[src/hdl/dancer_trim_pkg.sv]
// shared constants and types for the dancer speed trim block
package dancer_trim_pkg;
  localparam int DATA_W = 16;
  localparam int ADDR_W = 5;
  localparam int ADC_W = 12;
  localparam int N_IN = 5;
  localparam int N_OUT = 3;

  // register addresses
  localparam logic [4:0] ADDR_ACTION = 5'h00;
  localparam logic [4:0] ADDR_UPPER = 5'h01;
  localparam logic [4:0] ADDR_LOWER = 5'h02;
  localparam logic [4:0] ADDR_SETPT = 5'h03;
  localparam logic [4:0] ADDR_INTYPE = 5'h04;
  localparam logic [4:0] ADDR_THERM = 5'h05;
  localparam logic [4:0] ADDR_BIAS = 5'h06;
  localparam logic [4:0] ADDR_GAIN = 5'h07;
  localparam logic [4:0] ADDR_IN_FUNC0 = 5'h08;
  localparam logic [4:0] ADDR_OUT_FUNC0 = 5'h0D;
  localparam logic [4:0] ADDR_NET_TERM = 5'h10;
  localparam logic [4:0] ADDR_STATUS = 5'h11;
  localparam logic [4:0] ADDR_RATIO = 5'h12;
  localparam logic [4:0] ADDR_SPEED = 5'h13;

  // reset values
  localparam logic [15:0] SENTINEL = 16'h270F;
  localparam logic [15:0] RST_ACTION = 16'h0000;
  localparam logic [15:0] RST_INTYPE = 16'h0000;
  localparam logic [15:0] RST_BIAS = 16'h0000;
  localparam logic [15:0] RST_GAIN = 16'h1388;
  localparam logic [15:0] RST_IN_FUNC = 16'h00FF;
  localparam logic [15:0] RST_OUT_FUNC = 16'h00FF;

  // action and function codes
  localparam logic [15:0] ACT_REV_FIXED = 16'h0028;
  localparam logic [15:0] ACT_FWD_RATIO = 16'h002B;
  localparam logic [15:0] FN_DANCER_EN = 16'h000E;
  localparam logic [15:0] FN_LOWER = 16'h000E;
  localparam logic [15:0] FN_UPPER = 16'h000F;
  localparam logic [15:0] FN_DIR = 16'h0010;
  localparam logic [15:0] FN_PID = 16'h002F;
  localparam logic [15:0] NEG_OFFSET = 16'h0064;

  // percent scale, 0.1 % steps
  localparam logic [15:0] PCT_FULL = 16'h03E8;
  localparam logic [15:0] PCT_HALF = 16'h01F4;

  // measured input scaling, adc full scale is 10 V or 20 mA
  localparam logic [15:0] IN_TYPE_CUR = 16'h0000;
  localparam logic [15:0] IN_TYPE_V5 = 16'h0001;
  localparam logic [11:0] ADC_4MA = 12'h333;
  localparam logic [15:0] SCALE_CUR = 16'h04E2;
  localparam logic [15:0] SCALE_V5 = 16'h07D0;
  localparam logic [15:0] SCALE_V10 = 16'h03E8;
  localparam int ADC_SHIFT = 12;

  // divide by 1000 as multiply and shift
  localparam logic [15:0] RECIP_1000 = 16'h0419;
  localparam int RECIP_SHIFT = 20;

  // ratio divider length
  localparam logic [3:0] DIV_LAST = 4'h9;

  typedef struct packed {
    logic upper;
    logic lower;
    logic fwd;
    logic pid;
  } flags_t;
endpackage : dancer_trim_pkg
[src/hdl/dancer_pid_speed_trim.sv]
// dancer roller pid speed trim with limit and status terminals
`timescale 1ns/1ps

// Operation
// - action zero or enable off: no correction
// - unassigned enable: action range alone enables
// - input terminal code 14 is dancer enable
// - upper flag above maximum unless 9999
// - lower flag below minimum unless 9999
// - direction flag high only when forward
// - pid flag while dancer control runs
// - function code 100 up inverts output
// - action 40..43 decode reverse/forward fixed/ratio
// - ratio modes scale pid by main ratio
// - ratio maps main speed bias..gain linearly
// - gain end 100 %, bias end 0 %
// - main below nonzero bias gives ratio 0
// - enable on while running captures output frequency
// - enable off while running keeps set frequency
// - percent maps bias..gain frequency span
// - set point 9999 means 50 percent
// - thermistor level set blocks terminal 2 speed
// - network bits act as enable terminal
// - pid correction added to main speed
module dancer_pid_speed_trim (
  input wire logic CLK_I, // control clock, 125 MHz
  input wire logic RESET_I, // synchronous reset, active high
  input wire logic [dancer_trim_pkg::ADDR_W-1:0] ADDR_I, // register address
  input wire logic [dancer_trim_pkg::DATA_W-1:0] WDATA_I, // write data
  input wire logic WR_I, // write strobe
  input wire logic RD_I, // read strobe
  output logic [dancer_trim_pkg::DATA_W-1:0] RDATA_O, // read data
  input wire logic [dancer_trim_pkg::ADC_W-1:0] ADC_I, // measured input
  input wire logic [dancer_trim_pkg::N_IN-1:0] TERM_I, // input pins
  input wire logic RUN_I, // drive is running
  input wire logic FWD_I, // forward rotation shown
  input wire logic [15:0] MAIN_SPEED_I, // main speed, 0.01 Hz
  input wire logic MAIN_SRC_T2_I, // main speed from input 2
  input wire logic [15:0] OUT_FREQ_I, // output frequency
  input wire logic signed [15:0] PID_OUT_I, // pid result, 0.1 %
  output logic [15:0] SPEED_CMD_O, // speed command
  output logic [15:0] SET_POINT_O, // set point to pid core
  output logic [15:0] MEASURED_O, // measured value to core
  output logic [dancer_trim_pkg::N_OUT-1:0] OUT_TERM_O, // out pins
  output logic DANCER_ACTIVE_O, // dancer control running
  output logic THERM_INPUT_O // input 2 is thermistor
);
  import dancer_trim_pkg::*;

  typedef enum logic {S_LOAD, S_DIV} div_state_t;

  logic [15:0] action, upper_lim, lower_lim, set_pt, in_type;
  logic [15:0] therm_lvl, bias_freq, gain_freq;
  logic [15:0] in_func [N_IN];
  logic [15:0] out_func [N_OUT];
  logic [N_IN-1:0] net_term;
  logic [ADC_W-1:0] adc_s1, adc_s2;
  logic [N_IN-1:0] term_s1, term_s2;
  logic [N_IN-1:0] term_eff;
  logic en_assigned, en_hit, dancer_mode, next_active;
  logic dancer_active, prev_active, hold_on;
  logic [15:0] hold_speed, main_src, main_used, span;
  logic [11:0] raw_off;
  logic [27:0] prod;
  logic [15:0] next_meas;
  flags_t flags;
  div_state_t div_state;
  logic [25:0] rem, dsr;
  logic [9:0] quo;
  logic [3:0] step;
  logic [15:0] ratio;
  logic signed [47:0] pid_s, pct_s, trim_s, sum_s;
  logic signed [47:0] ratio_s, span_s, recip_s, main_s;
  logic [15:0] next_speed;

  // output function decode with optional negative logic
  function automatic logic term_level(input logic [15:0] code,
                                      input flags_t f);
    logic [15:0] base;
    logic neg;
    logic v;
    neg = code >= NEG_OFFSET;
    base = neg ? code - NEG_OFFSET : code;
    case (base)
      FN_LOWER: v = f.lower;
      FN_UPPER: v = f.upper;
      FN_DIR: v = f.fwd;
      FN_PID: v = f.pid;
      default: v = 1'b0;
    endcase
    return neg ? ~v : v;
  endfunction : term_level

  // register writes
  always_ff @(posedge CLK_I) begin
    if (RESET_I) begin
      action <= RST_ACTION;
      upper_lim <= SENTINEL;
      lower_lim <= SENTINEL;
      set_pt <= SENTINEL;
      in_type <= RST_INTYPE;
      therm_lvl <= SENTINEL;
      bias_freq <= RST_BIAS;
      gain_freq <= RST_GAIN;
      net_term <= '0;
      for (int i = 0; i < N_IN; i++) in_func[i] <= RST_IN_FUNC;
      for (int i = 0; i < N_OUT; i++) out_func[i] <= RST_OUT_FUNC;
    end else if (WR_I) begin
      case (ADDR_I)
        ADDR_ACTION: action <= WDATA_I;
        ADDR_UPPER: upper_lim <= WDATA_I;
        ADDR_LOWER: lower_lim <= WDATA_I;
        ADDR_SETPT: set_pt <= WDATA_I;
        ADDR_INTYPE: in_type <= WDATA_I;
        ADDR_THERM: therm_lvl <= WDATA_I;
        ADDR_BIAS: bias_freq <= WDATA_I;
        ADDR_GAIN: gain_freq <= WDATA_I;
        ADDR_NET_TERM: net_term <= WDATA_I[N_IN-1:0];
        default: ;
      endcase
      for (int i = 0; i < N_IN; i++) begin
        if (ADDR_I == ADDR_IN_FUNC0 + ADDR_W'(i)) in_func[i] <= WDATA_I;
      end
      for (int i = 0; i < N_OUT; i++) begin
        if (ADDR_I == ADDR_OUT_FUNC0 + ADDR_W'(i)) out_func[i] <= WDATA_I;
      end
    end
  end

  // register reads, data valid the cycle after the strobe
  always_ff @(posedge CLK_I) begin
    if (RESET_I) begin
      RDATA_O <= '0;
    end else begin
      RDATA_O <= '0;
      if (RD_I) begin
        case (ADDR_I)
          ADDR_ACTION: RDATA_O <= action;
          ADDR_UPPER: RDATA_O <= upper_lim;
          ADDR_LOWER: RDATA_O <= lower_lim;
          ADDR_SETPT: RDATA_O <= set_pt;
          ADDR_INTYPE: RDATA_O <= in_type;
          ADDR_THERM: RDATA_O <= therm_lvl;
          ADDR_BIAS: RDATA_O <= bias_freq;
          ADDR_GAIN: RDATA_O <= gain_freq;
          ADDR_NET_TERM: RDATA_O <= {11'h000, net_term};
          ADDR_STATUS: RDATA_O <= {9'h000, flags, en_assigned, hold_on,
                                   dancer_active};
          ADDR_RATIO: RDATA_O <= ratio;
          ADDR_SPEED: RDATA_O <= SPEED_CMD_O;
          default: RDATA_O <= '0;
        endcase
        for (int i = 0; i < N_IN; i++) begin
          if (ADDR_I == ADDR_IN_FUNC0 + ADDR_W'(i)) RDATA_O <= in_func[i];
        end
        for (int i = 0; i < N_OUT; i++) begin
          if (ADDR_I == ADDR_OUT_FUNC0 + ADDR_W'(i)) RDATA_O <= out_func[i];
        end
      end
    end
  end

  // pins are asynchronous, two stages before use
  always_ff @(posedge CLK_I) begin
    if (RESET_I) begin
      adc_s1 <= '0;
      adc_s2 <= '0;
      term_s1 <= '0;
      term_s2 <= '0;
    end else begin
      adc_s1 <= ADC_I;
      adc_s2 <= adc_s1;
      term_s1 <= TERM_I;
      term_s2 <= term_s1;
    end
  end

  // enable request: pin or network bit on a code 14 terminal
  always_comb begin
    term_eff = term_s2 | net_term;
    en_assigned = 1'b0;
    en_hit = 1'b0;
    for (int i = 0; i < N_IN; i++) begin
      if (in_func[i] == FN_DANCER_EN) begin
        en_assigned = 1'b1;
        en_hit = en_hit | term_eff[i];
      end
    end
    dancer_mode = action >= ACT_REV_FIXED && action <= ACT_FWD_RATIO;
    next_active = dancer_mode && (!en_assigned || en_hit);
  end

  // main speed source; input 2 refused once it is the thermistor
  always_comb begin
    if (therm_lvl != SENTINEL && MAIN_SRC_T2_I) main_src = 16'h0000;
    else main_src = MAIN_SPEED_I;
    main_used = hold_on ? hold_speed : main_src;
    span = gain_freq > bias_freq ? gain_freq - bias_freq : 16'h0000;
  end

  // enable edges while running: capture or release the speed
  always_ff @(posedge CLK_I) begin
    if (RESET_I) begin
      dancer_active <= 1'b0;
      prev_active <= 1'b0;
      hold_on <= 1'b0;
      hold_speed <= '0;
    end else begin
      dancer_active <= next_active;
      prev_active <= dancer_active;
      if (!RUN_I) begin
        hold_on <= 1'b0;
      end else if (dancer_active && !prev_active) begin
        hold_on <= 1'b1;
        hold_speed <= OUT_FREQ_I;
      end else if (!dancer_active && prev_active) begin
        hold_on <= 1'b0;
      end
    end
  end

  // measured value scaling to 0..1000 in 0.1 % steps
  always_comb begin
    raw_off = adc_s2 > ADC_4MA ? adc_s2 - ADC_4MA : 12'h000;
    if (in_type == IN_TYPE_CUR) prod = 28'(raw_off) * 28'(SCALE_CUR);
    else if (in_type == IN_TYPE_V5) prod = 28'(adc_s2) * 28'(SCALE_V5);
    else prod = 28'(adc_s2) * 28'(SCALE_V10);
    next_meas = prod[27:ADC_SHIFT];
    if (next_meas > PCT_FULL) next_meas = PCT_FULL;
  end

  // measured value, set point and flags, refreshed every cycle
  always_ff @(posedge CLK_I) begin
    if (RESET_I) begin
      MEASURED_O <= '0;
      SET_POINT_O <= PCT_HALF;
      flags <= '0;
      THERM_INPUT_O <= 1'b0;
    end else begin
      MEASURED_O <= next_meas;
      SET_POINT_O <= set_pt == SENTINEL ? PCT_HALF : set_pt;
      flags.upper <= dancer_mode && upper_lim != SENTINEL
                     && MEASURED_O > upper_lim;
      flags.lower <= dancer_mode && lower_lim != SENTINEL
                     && MEASURED_O < lower_lim;
      flags.fwd <= FWD_I;
      flags.pid <= dancer_active;
      THERM_INPUT_O <= therm_lvl != SENTINEL;
    end
  end

  // ratio of main speed; serial divider avoids a wide comb divide
  always_ff @(posedge CLK_I) begin
    if (RESET_I) begin
      div_state <= S_LOAD;
      rem <= '0;
      dsr <= '0;
      quo <= '0;
      step <= '0;
      ratio <= '0;
    end else begin
      unique case (div_state)
        S_LOAD: begin
          if (main_used <= bias_freq || span == 16'h0000) begin
            ratio <= '0;
          end else if (main_used >= gain_freq) begin
            ratio <= PCT_FULL;
          end else begin
            rem <= 26'(main_used - bias_freq) * 26'(PCT_FULL);
            dsr <= 26'(span) << 9;
            quo <= '0;
            step <= '0;
            div_state <= S_DIV;
          end
        end
        S_DIV: begin
          if (rem >= dsr) rem <= rem - dsr;
          quo <= {quo[8:0], rem >= dsr};
          dsr <= dsr >> 1;
          step <= step + 4'h1;
          if (step == DIV_LAST) begin
            ratio <= {6'h00, quo[8:0], rem >= dsr};
            div_state <= S_LOAD;
          end
        end
      endcase
    end
  end

  // correction: action sign, optional ratio, percent to frequency
  always_comb begin
    ratio_s = $signed({32'h0000_0000, ratio});
    span_s = $signed({32'h0000_0000, span});
    recip_s = $signed({32'h0000_0000, RECIP_1000});
    main_s = $signed({32'h0000_0000, main_used});
    pid_s = 48'(PID_OUT_I);
    if (!action[0]) pid_s = -pid_s;
    if (action[1]) pct_s = (pid_s * ratio_s * recip_s) >>> RECIP_SHIFT;
    else pct_s = pid_s;
    trim_s = (pct_s * span_s * recip_s) >>> RECIP_SHIFT;
    sum_s = main_s + trim_s;
    if (!dancer_active) next_speed = main_used;
    else if (sum_s < 48'sh0) next_speed = 16'h0000;
    else if (sum_s > 48'sh0000_0000_FFFF) next_speed = 16'hFFFF;
    else next_speed = sum_s[15:0];
  end

  // registered outputs
  always_ff @(posedge CLK_I) begin
    if (RESET_I) begin
      SPEED_CMD_O <= '0;
      DANCER_ACTIVE_O <= 1'b0;
      OUT_TERM_O <= '0;
    end else begin
      SPEED_CMD_O <= next_speed;
      DANCER_ACTIVE_O <= dancer_active;
      for (int i = 0; i < N_OUT; i++) begin
        OUT_TERM_O[i] <= term_level(out_func[i], flags);
      end
    end
  end
endmodule : dancer_pid_speed_trim

[config.mk]
export PLATFORM = sky130hd
export DESIGN_NAME = dancer_pid_speed_trim
export DESIGN_NICKNAME = d
export VERILOG_FILES = /design/src/hdl/dancer_trim_pkg.sv /design/src/hdl/dancer_pid_speed_trim.sv
export SDC_FILE = /design/constraint.sdc
export NUM_CORES = 2
export LEC_CHECK = 0
export BUFFER_PORTS_ARGS = -buffer_cell sky130_fd_sc_hd__buf_2
export CAP_MARGIN = 40
export CORE_MARGIN = 5
export CORE_UTILIZATION = 35
export DETAILED_ROUTE_END_ITERATION = 8
export PLACE_DENSITY = 0.54
export SYNTH_ARGS = -nofsm -noshare
export SYNTH_HDL_FRONTEND = slang
export SYNTH_SLANG_ARGS = --single-unit
[constraint.sdc]
create_clock -name CLK_I -period 33.3 [get_ports CLK_I]
set_input_delay 1.665 -clock CLK_I [delete_from_list [all_inputs] [get_ports CLK_I]]
set_output_delay 1.665 -clock CLK_I [all_outputs]
set_load 0.05 [all_outputs]
* Word-level counts from Yosys, hierarchy flattened
Memories as Yosys holds them, arrays and structs flattened.
Cells that the tools add are included.
** Word-level totals
- Flip-flop bits (word level) :: 334
- Memory bits (writable) :: 128
- Bits of input ports :: 93
- Output and inout bits :: 69
- Word-level logic and storage cells :: 277
- Memories :: 2
** Memory list
- in_func :: depth 5, bits a word 16, read ports 5, clocked after memory_dff 0, write ports 5, RTL line dancer_pid_speed_trim.sv:54 : logic [15:0] in_func [N_IN];
- out_func :: depth 3, bits a word 16, read ports 3, clocked after memory_dff 0, write ports 3, RTL line dancer_pid_speed_trim.sv:55 : logic [15:0] out_func [N_OUT];
** Cells by class
- Add/subtract/negate cells :: 10
- Multipliers :: 8
- Magnitude comparators :: 15
- Eq/ne operators :: 47
- Muxes and demuxes :: 108
- Bitwise operators :: 19
- Reductions and logical operators :: 35
** Operators by type and width (number)
- 16-bit two-way mux :: 28
- 16-bit one-hot mux with 12 select lines :: 1
- 16-bit by 4-bit equality test with 1-bit output, second input constant :: 11
- 26-bit two-way mux :: 5
- 26-bit one-hot mux with 2 select lines :: 2
- 48-bit by 12-bit multiplier with 48-bit output, second input constant :: 2
- 48-bit by 17-bit multiplier with 48-bit output :: 2
- 48-bit two-way mux :: 2
- 1-bit two-way mux :: 55
- 16-bit by 5-bit equality test with 1-bit output, second input constant :: 3
- 16-bit by 6-bit equality test with 1-bit output, second input constant :: 3
- 16-bit by 7-bit greater-or-equal comparator with 1-bit output, second input constant :: 3
- 16-bit by 14-bit != test with 1-bit output, second input constant :: 3
- 16-bit negator with 48-bit output :: 1
- 16-bit by 7-bit subtractor with 16-bit output, second input constant :: 3
- 23-bit two-way mux :: 2
- 5-bit by 4-bit equality test with 1-bit output, second input constant :: 8
- 12-bit by 7-bit multiplier with 19-bit output, second input constant :: 2
- 16-bit logical NOT :: 2
- 16-bit one-hot mux with 2 select lines :: 1
- 17-bit by 28-bit adder with 29-bit output :: 1
- 29-bit by 17-bit > comparator with 1-bit output, second input constant :: 1
- 29-bit by 1-bit < comparator with 1-bit output, second input constant :: 1
- 26-bit greater-or-equal comparator :: 1
- 45 further kinds :: 99

* Longest topological paths before layout
An unclocked memory read counts as a cell.
- Depth in word-level cells :: 16
- Depth in mapped cells :: 106
- Depth with buffers taken out :: 102

* Worst setup path before layout
Ideal clock, no wire load.
- Path type :: in2reg
- Start :: input port PID_OUT_I[0]
- End :: register SPEED_CMD_O[11]
- Setup time :: 0.117 ns
- Arrival time :: 23.967 ns
- Required time :: 33.183 ns
- Slack :: 9.216 ns
- Cell stages on the path :: 97
- Buffers on the path :: 4
- Cell sequence :: buf_1 inv_1 ha_1 or3b_2 nor3_1 a21oi_1 xnor2_1 clkbuf_1 nor2b_1 fa_1 inv_1 fa_1 fa_1 inv_1 fa_1 fa_1 fa_1 ha_1 [61 not listed] a21oi_1 xnor2_1 ha_1 and3_1 a21oi_1 o21ai_0 o21a_1 o21ai_0 nand2_1 a31oi_1 o21ai_0 nor4b_1 o2111a_1 o221ai_1 nor3b_2 buf_4 nand4_1 a22o_1
** Between the ends
- Word-level cells in the longest chain between the ends :: 12
- Elaborated cells on any way between the ends :: 13
- Those cells by class :: add/sub (2); mul (4); order compare (2); mux (5)
** RTL lines
- start: declaration :: RTL line dancer_pid_speed_trim.sv:40 : input wire logic signed [15:0] PID_OUT_I,
- 16-bit negator with 48-bit output :: RTL line dancer_pid_speed_trim.sv:297 : if (!action[0]) pid_s = -pid_s;
- 48-bit two-way mux * :: RTL line dancer_pid_speed_trim.sv:297
- 48-bit by 17-bit multiplier with 48-bit output :: RTL line dancer_pid_speed_trim.sv:298 : if (action[1]) pct_s = (pid_s * ratio_s * recip_s) >>> RECIP_SHIFT;
- 48-bit by 12-bit multiplier with 48-bit output :: RTL line dancer_pid_speed_trim.sv:298
- 48-bit two-way mux * :: RTL line dancer_pid_speed_trim.sv:298
- 48-bit by 17-bit multiplier with 48-bit output * :: RTL line dancer_pid_speed_trim.sv:300 : trim_s = (pct_s * span_s * recip_s) >>> RECIP_SHIFT;
- 48-bit by 12-bit multiplier with 48-bit output * :: RTL line dancer_pid_speed_trim.sv:300
- 17-bit by 28-bit adder with 29-bit output * :: RTL line dancer_pid_speed_trim.sv:301 : sum_s = main_s + trim_s;
- 29-bit by 17-bit > comparator with 1-bit output :: RTL line dancer_pid_speed_trim.sv:304 : else if (sum_s > 48'sh0000_0000_FFFF) next_speed = 16'hFFFF;
- 16-bit two-way mux :: RTL line dancer_pid_speed_trim.sv:304
- 16-bit two-way mux * :: RTL line dancer_pid_speed_trim.sv:303 : else if (sum_s < 48'sh0) next_speed = 16'h0000;
- 16-bit two-way mux * :: RTL line dancer_pid_speed_trim.sv:302 : if (!dancer_active) next_speed = main_used;
- end signal: assignment :: RTL line dancer_pid_speed_trim.sv:315 : SPEED_CMD_O <= next_speed;
- end: declaration :: RTL line dancer_pid_speed_trim.sv:41 : output logic [15:0] SPEED_CMD_O,
Every way passes the cells marked *; elsewhere a longest branch is shown, timed or not.
A chain may end at the register's enable or synchronous reset.

* Final worst setup path
- Start :: input port PID_OUT_I[0]
- End :: register SPEED_CMD_O[14]
The elaborated chain is that of the path after synthesis.

==> results by group <==
Outcome
  – Run status: finished, final reports clean

Logic synthesis
  – Post-Syn Instances: 8868
  – Cell variety after synth: 97
  – Post-synthesis cell area: 76700 um2
  – Flops & latches, synth: 455
  – EDFF count, synth: 128
  – Synth warnings: 0
  – Post-synth ARST share: 0%
  – Register area share after synthesis: 13.5%
  – Main synth FF type: dfxtp_1
  – Syn Area/Cell: 8.65 um2

Timing
  – RSZ-0062 raised after global routing: false
  – Clock Skews: 0.0261 ns
  – Fmax: 37.8 MHz
  – Finish-stage setup viols: 0
  – Final hold violations: 0
  – Final period util: 79.5%
  – Setup TNS: 0 ns
  – Worst-margin pin slew: 1.05 ns
  – Tmin final: 26.48 ns
  – Worst rel slew slack: 30.1%
  – Pins over their slew limit: 0

Global route
  – First-pass GRT wire length: 370 mm
  – Pin count of the biggest net entering global routing: 175
  – Gr usage total: 20.5%
  – Initial antenna violation count: 7
  – Number of global-route vias before repair: 63000
  – GR Overflow Total: 0

Die
  – CORE AREA: 218000 um2
  – Die area: 229000 um2
  – Die X: 478 um
  – Ports: 162
  – Cell Rows: 171
  – Initial core utilization: 35.2%
  – Die height: 478 um

Layout
  – Reg area: 10400 um2
  – # fillers: 22100
  – Most common cell after layout, fill and taps aside: inv_1
  – Most frequent cells in the layout: inv_1 (1828), fa_1 (1128), ha_1 (999)
  – P&R area growth vs syn: 7.71%
  – Multi-input logic area: 58200 um2
  – Fin nets: 11100
  – Layout cells sized above 1: 4.75%

Clocking
  – Total number of H-tree levels: 2
  – CTS Buf Count: 50
  – Clock Sink Count: 455
  – Root Driver: clkbuf_16
  – Clock latency on the worst-skew pair: 0.64 ns
  – TritonCTS clock tree: done
  – Clock slew seen by the registers of the worst setup and hold paths: 0.07 ns
  – Setup bufs post-CTS: 0
  – Clock Tree Buf Depth: 3
  – CTS Hold Bufs: 0
  – Post_cts resized: 0

Place
  – Post-DP HPWL: 191 mm
  – Port Buffers: 156
  – GP Congestion: 0.923

Worst setup path
  – Worst Setup SP: PID_OUT_I[0]
  – Arrival time at the worst endpoint: 27.00 ns
  – Critical path class: primary input to flip-flop
  – Worst R2R Path Depth: 92
  – CP max stage delay: 0.68 ns
  – CP required: 33.82 ns
  – R2R Setup Slk: 7.88 ns
  – Most used cell, CP: fa_1
  – Type of origin of the critical path: primary input
  – FF-to-FF Start: action[0]
  – Slowest CP cell: xnor2_1
  – Critical Path Sink: SPEED_CMD_O[14]
  – Worst r2r dst: SPEED_CMD_O[14]
  – CP max FO: 56
  – Crit. End Element: flip-flop

Detailed routing
  – DR WL/cell: 20.2 um
  – DRT iter0 DRCs: 4721
  – DRT Pass-1 Iters: 6
  – Antenna-violating nets left: 0
  – DRC: 0
  – Via count: 61100
  – Drt via density: 5.19
  – Final wirelength: 237 mm

Min path
  – Hold WC Path Type: flip-flop to flip-flop
  – Hold depth: 1

Job
  – Max_cap viols: 0
[metrics by stage]
stage / instance area (um2) / instances / hold slack [ns] / util [%] / worst slack, ns
finish: 82600 / 11800 / 0.435 / 38.0 / 6.82
global route: 82600 / 11800 / 0.460 / 38.0 / 5.38
CTS: 82500 / 11700 / 0.438 / 37.9 / 6.94
detailed placement: 80800 / 11700 / 0.424 / 37.1 / 6.37
global placement: 80500 / 11600 / 0.434 / 37.0 / 6.21
floorplan: 76700 / 8873 / 0.414 / - / 9.22
[critical path: cells and delay by family]
| family | cells | cell delay, ns |
|---|---|---|
| XOR/XNOR | 13 | 3.18 |
| AND/OR/NAND/NOR | 21 | 4.13 |
| adder cells (fa/ha/maj) | 26 | 11.04 |
| multiplexers | 1 | 0.38 |
| buffers and inverters | 12 | 1.90 |
| AO/OA/AOI/OAI | 21 | 4.59 |
[cells in the mapped netlist, drive strengths merged (17+ instances only)]
cell / n / share of area (%)
a31oi: 32 / 0.26
nand3: 102 / 0.67
nand4: 78 / 0.64
edfxtp: 128 / 5.0
o21ai: 180 / 1.2
o21a: 45 / 0.44
nor4: 34 / 0.28
mux2i: 17 / 0.22
inv: 1828 / 8.9
fa: 1128 / 29
a21oi: 439 / 2.9
o21bai: 32 / 0.31
o211ai: 21 / 0.21
nand3b: 46 / 0.45
nor3: 110 / 0.72
buf: 29 / 0.19
xor2: 85 / 0.97
and2: 223 / 1.8
nor2b: 177 / 1.4
or3: 27 / 0.22
nor2: 545 / 2.7
a22oi: 42 / 0.41
a21boi: 25 / 0.24
or2: 20 / 0.16
nand2: 987 / 4.8
a221oi: 43 / 0.49
a22o: 61 / 0.70
nand2b: 96 / 0.78
dfxtp: 327 / 8.5
xnor2: 209 / 2.4
a21o: 125 / 1.2
clkbuf: 317 / 1.6
and3: 32 / 0.26
ha: 999 / 16
a211oi: 74 / 0.73
[cells by family (layout without fill, tap and decap cells)]
family                   count (synthesis)  in the layout  synth area share (%)
adder cells (fa/ha/maj)               2128           2128                  45.8
other                                    1             33               0.00489
AND/OR/NAND/NOR                       2527           2527                  15.5
AO/OA/AOI/OAI                         1263           1263                  10.8
XOR/XNOR                               297            297                  3.45
flip-flops                             455            455                  13.5
multiplexers                            23             23                 0.310
buffers and inverters                 2174           2197                  10.7
[state kept, by name, summed over array words and instances (netlist names), 9 cells and up]
name / flops
adc_s1: 12
adc_s2: 12
gain_freq: 16
SPEED_CMD_O: 16
out_func: 48
bias_freq: 16
in_type: 16
ratio: 10
quo: 9
rem: 26
MEASURED_O: 11
upper_lim: 16
therm_lvl: 16
dsr: 25
action: 16
set_pt: 16
lower_lim: 16
SET_POINT_O: 16
RDATA_O: 16
in_func: 80
hold_speed: 16
[routing by layer]
metal | vias to the layer above | routed length [um] | track usage, % | part of all wire, %
met2 | 1895 | 111000 | 34.2 | 47
li1 | 28200 | - | - | -
met4 | 2 | 6720 | 5.02 | 2.8
met3 | 339 | 15800 | 2.89 | 6.7
met5 | - | 13 | 0 | 0.0055
met1 | 30700 | 104000 | 28.1 | 44
[area by class of cell]
class,count,share of cell area (%)
multi-input combinational,6244,70.4
sequential,455,12.6
inverter,1828,8.31
tap,2854,4.32
timing repair buffer,277,2.14
clock buffer,63,1.68
clock inverter,29,0.445
antenna,27,0.0818
[worst min path at each step]
stage	startpoint	to	slack, ns
2_1_floorplan	adc_s1[0]	adc_s2[0]	0.41
3_3_place_gp	term_s1[0]	term_s2[0]	0.43
3_5_place_dp	term_s1[4]	term_s2[4]	0.42
4_1_cts	term_s1[4]	term_s2[4]	0.44
5_1_grt	term_s1[4]	term_s2[4]	0.46
6_report	term_s1[4]	term_s2[4]	0.43
Power is not shown: default switching activity piles up to over one toggle a cycle in this logic, so the estimate is an artifact.
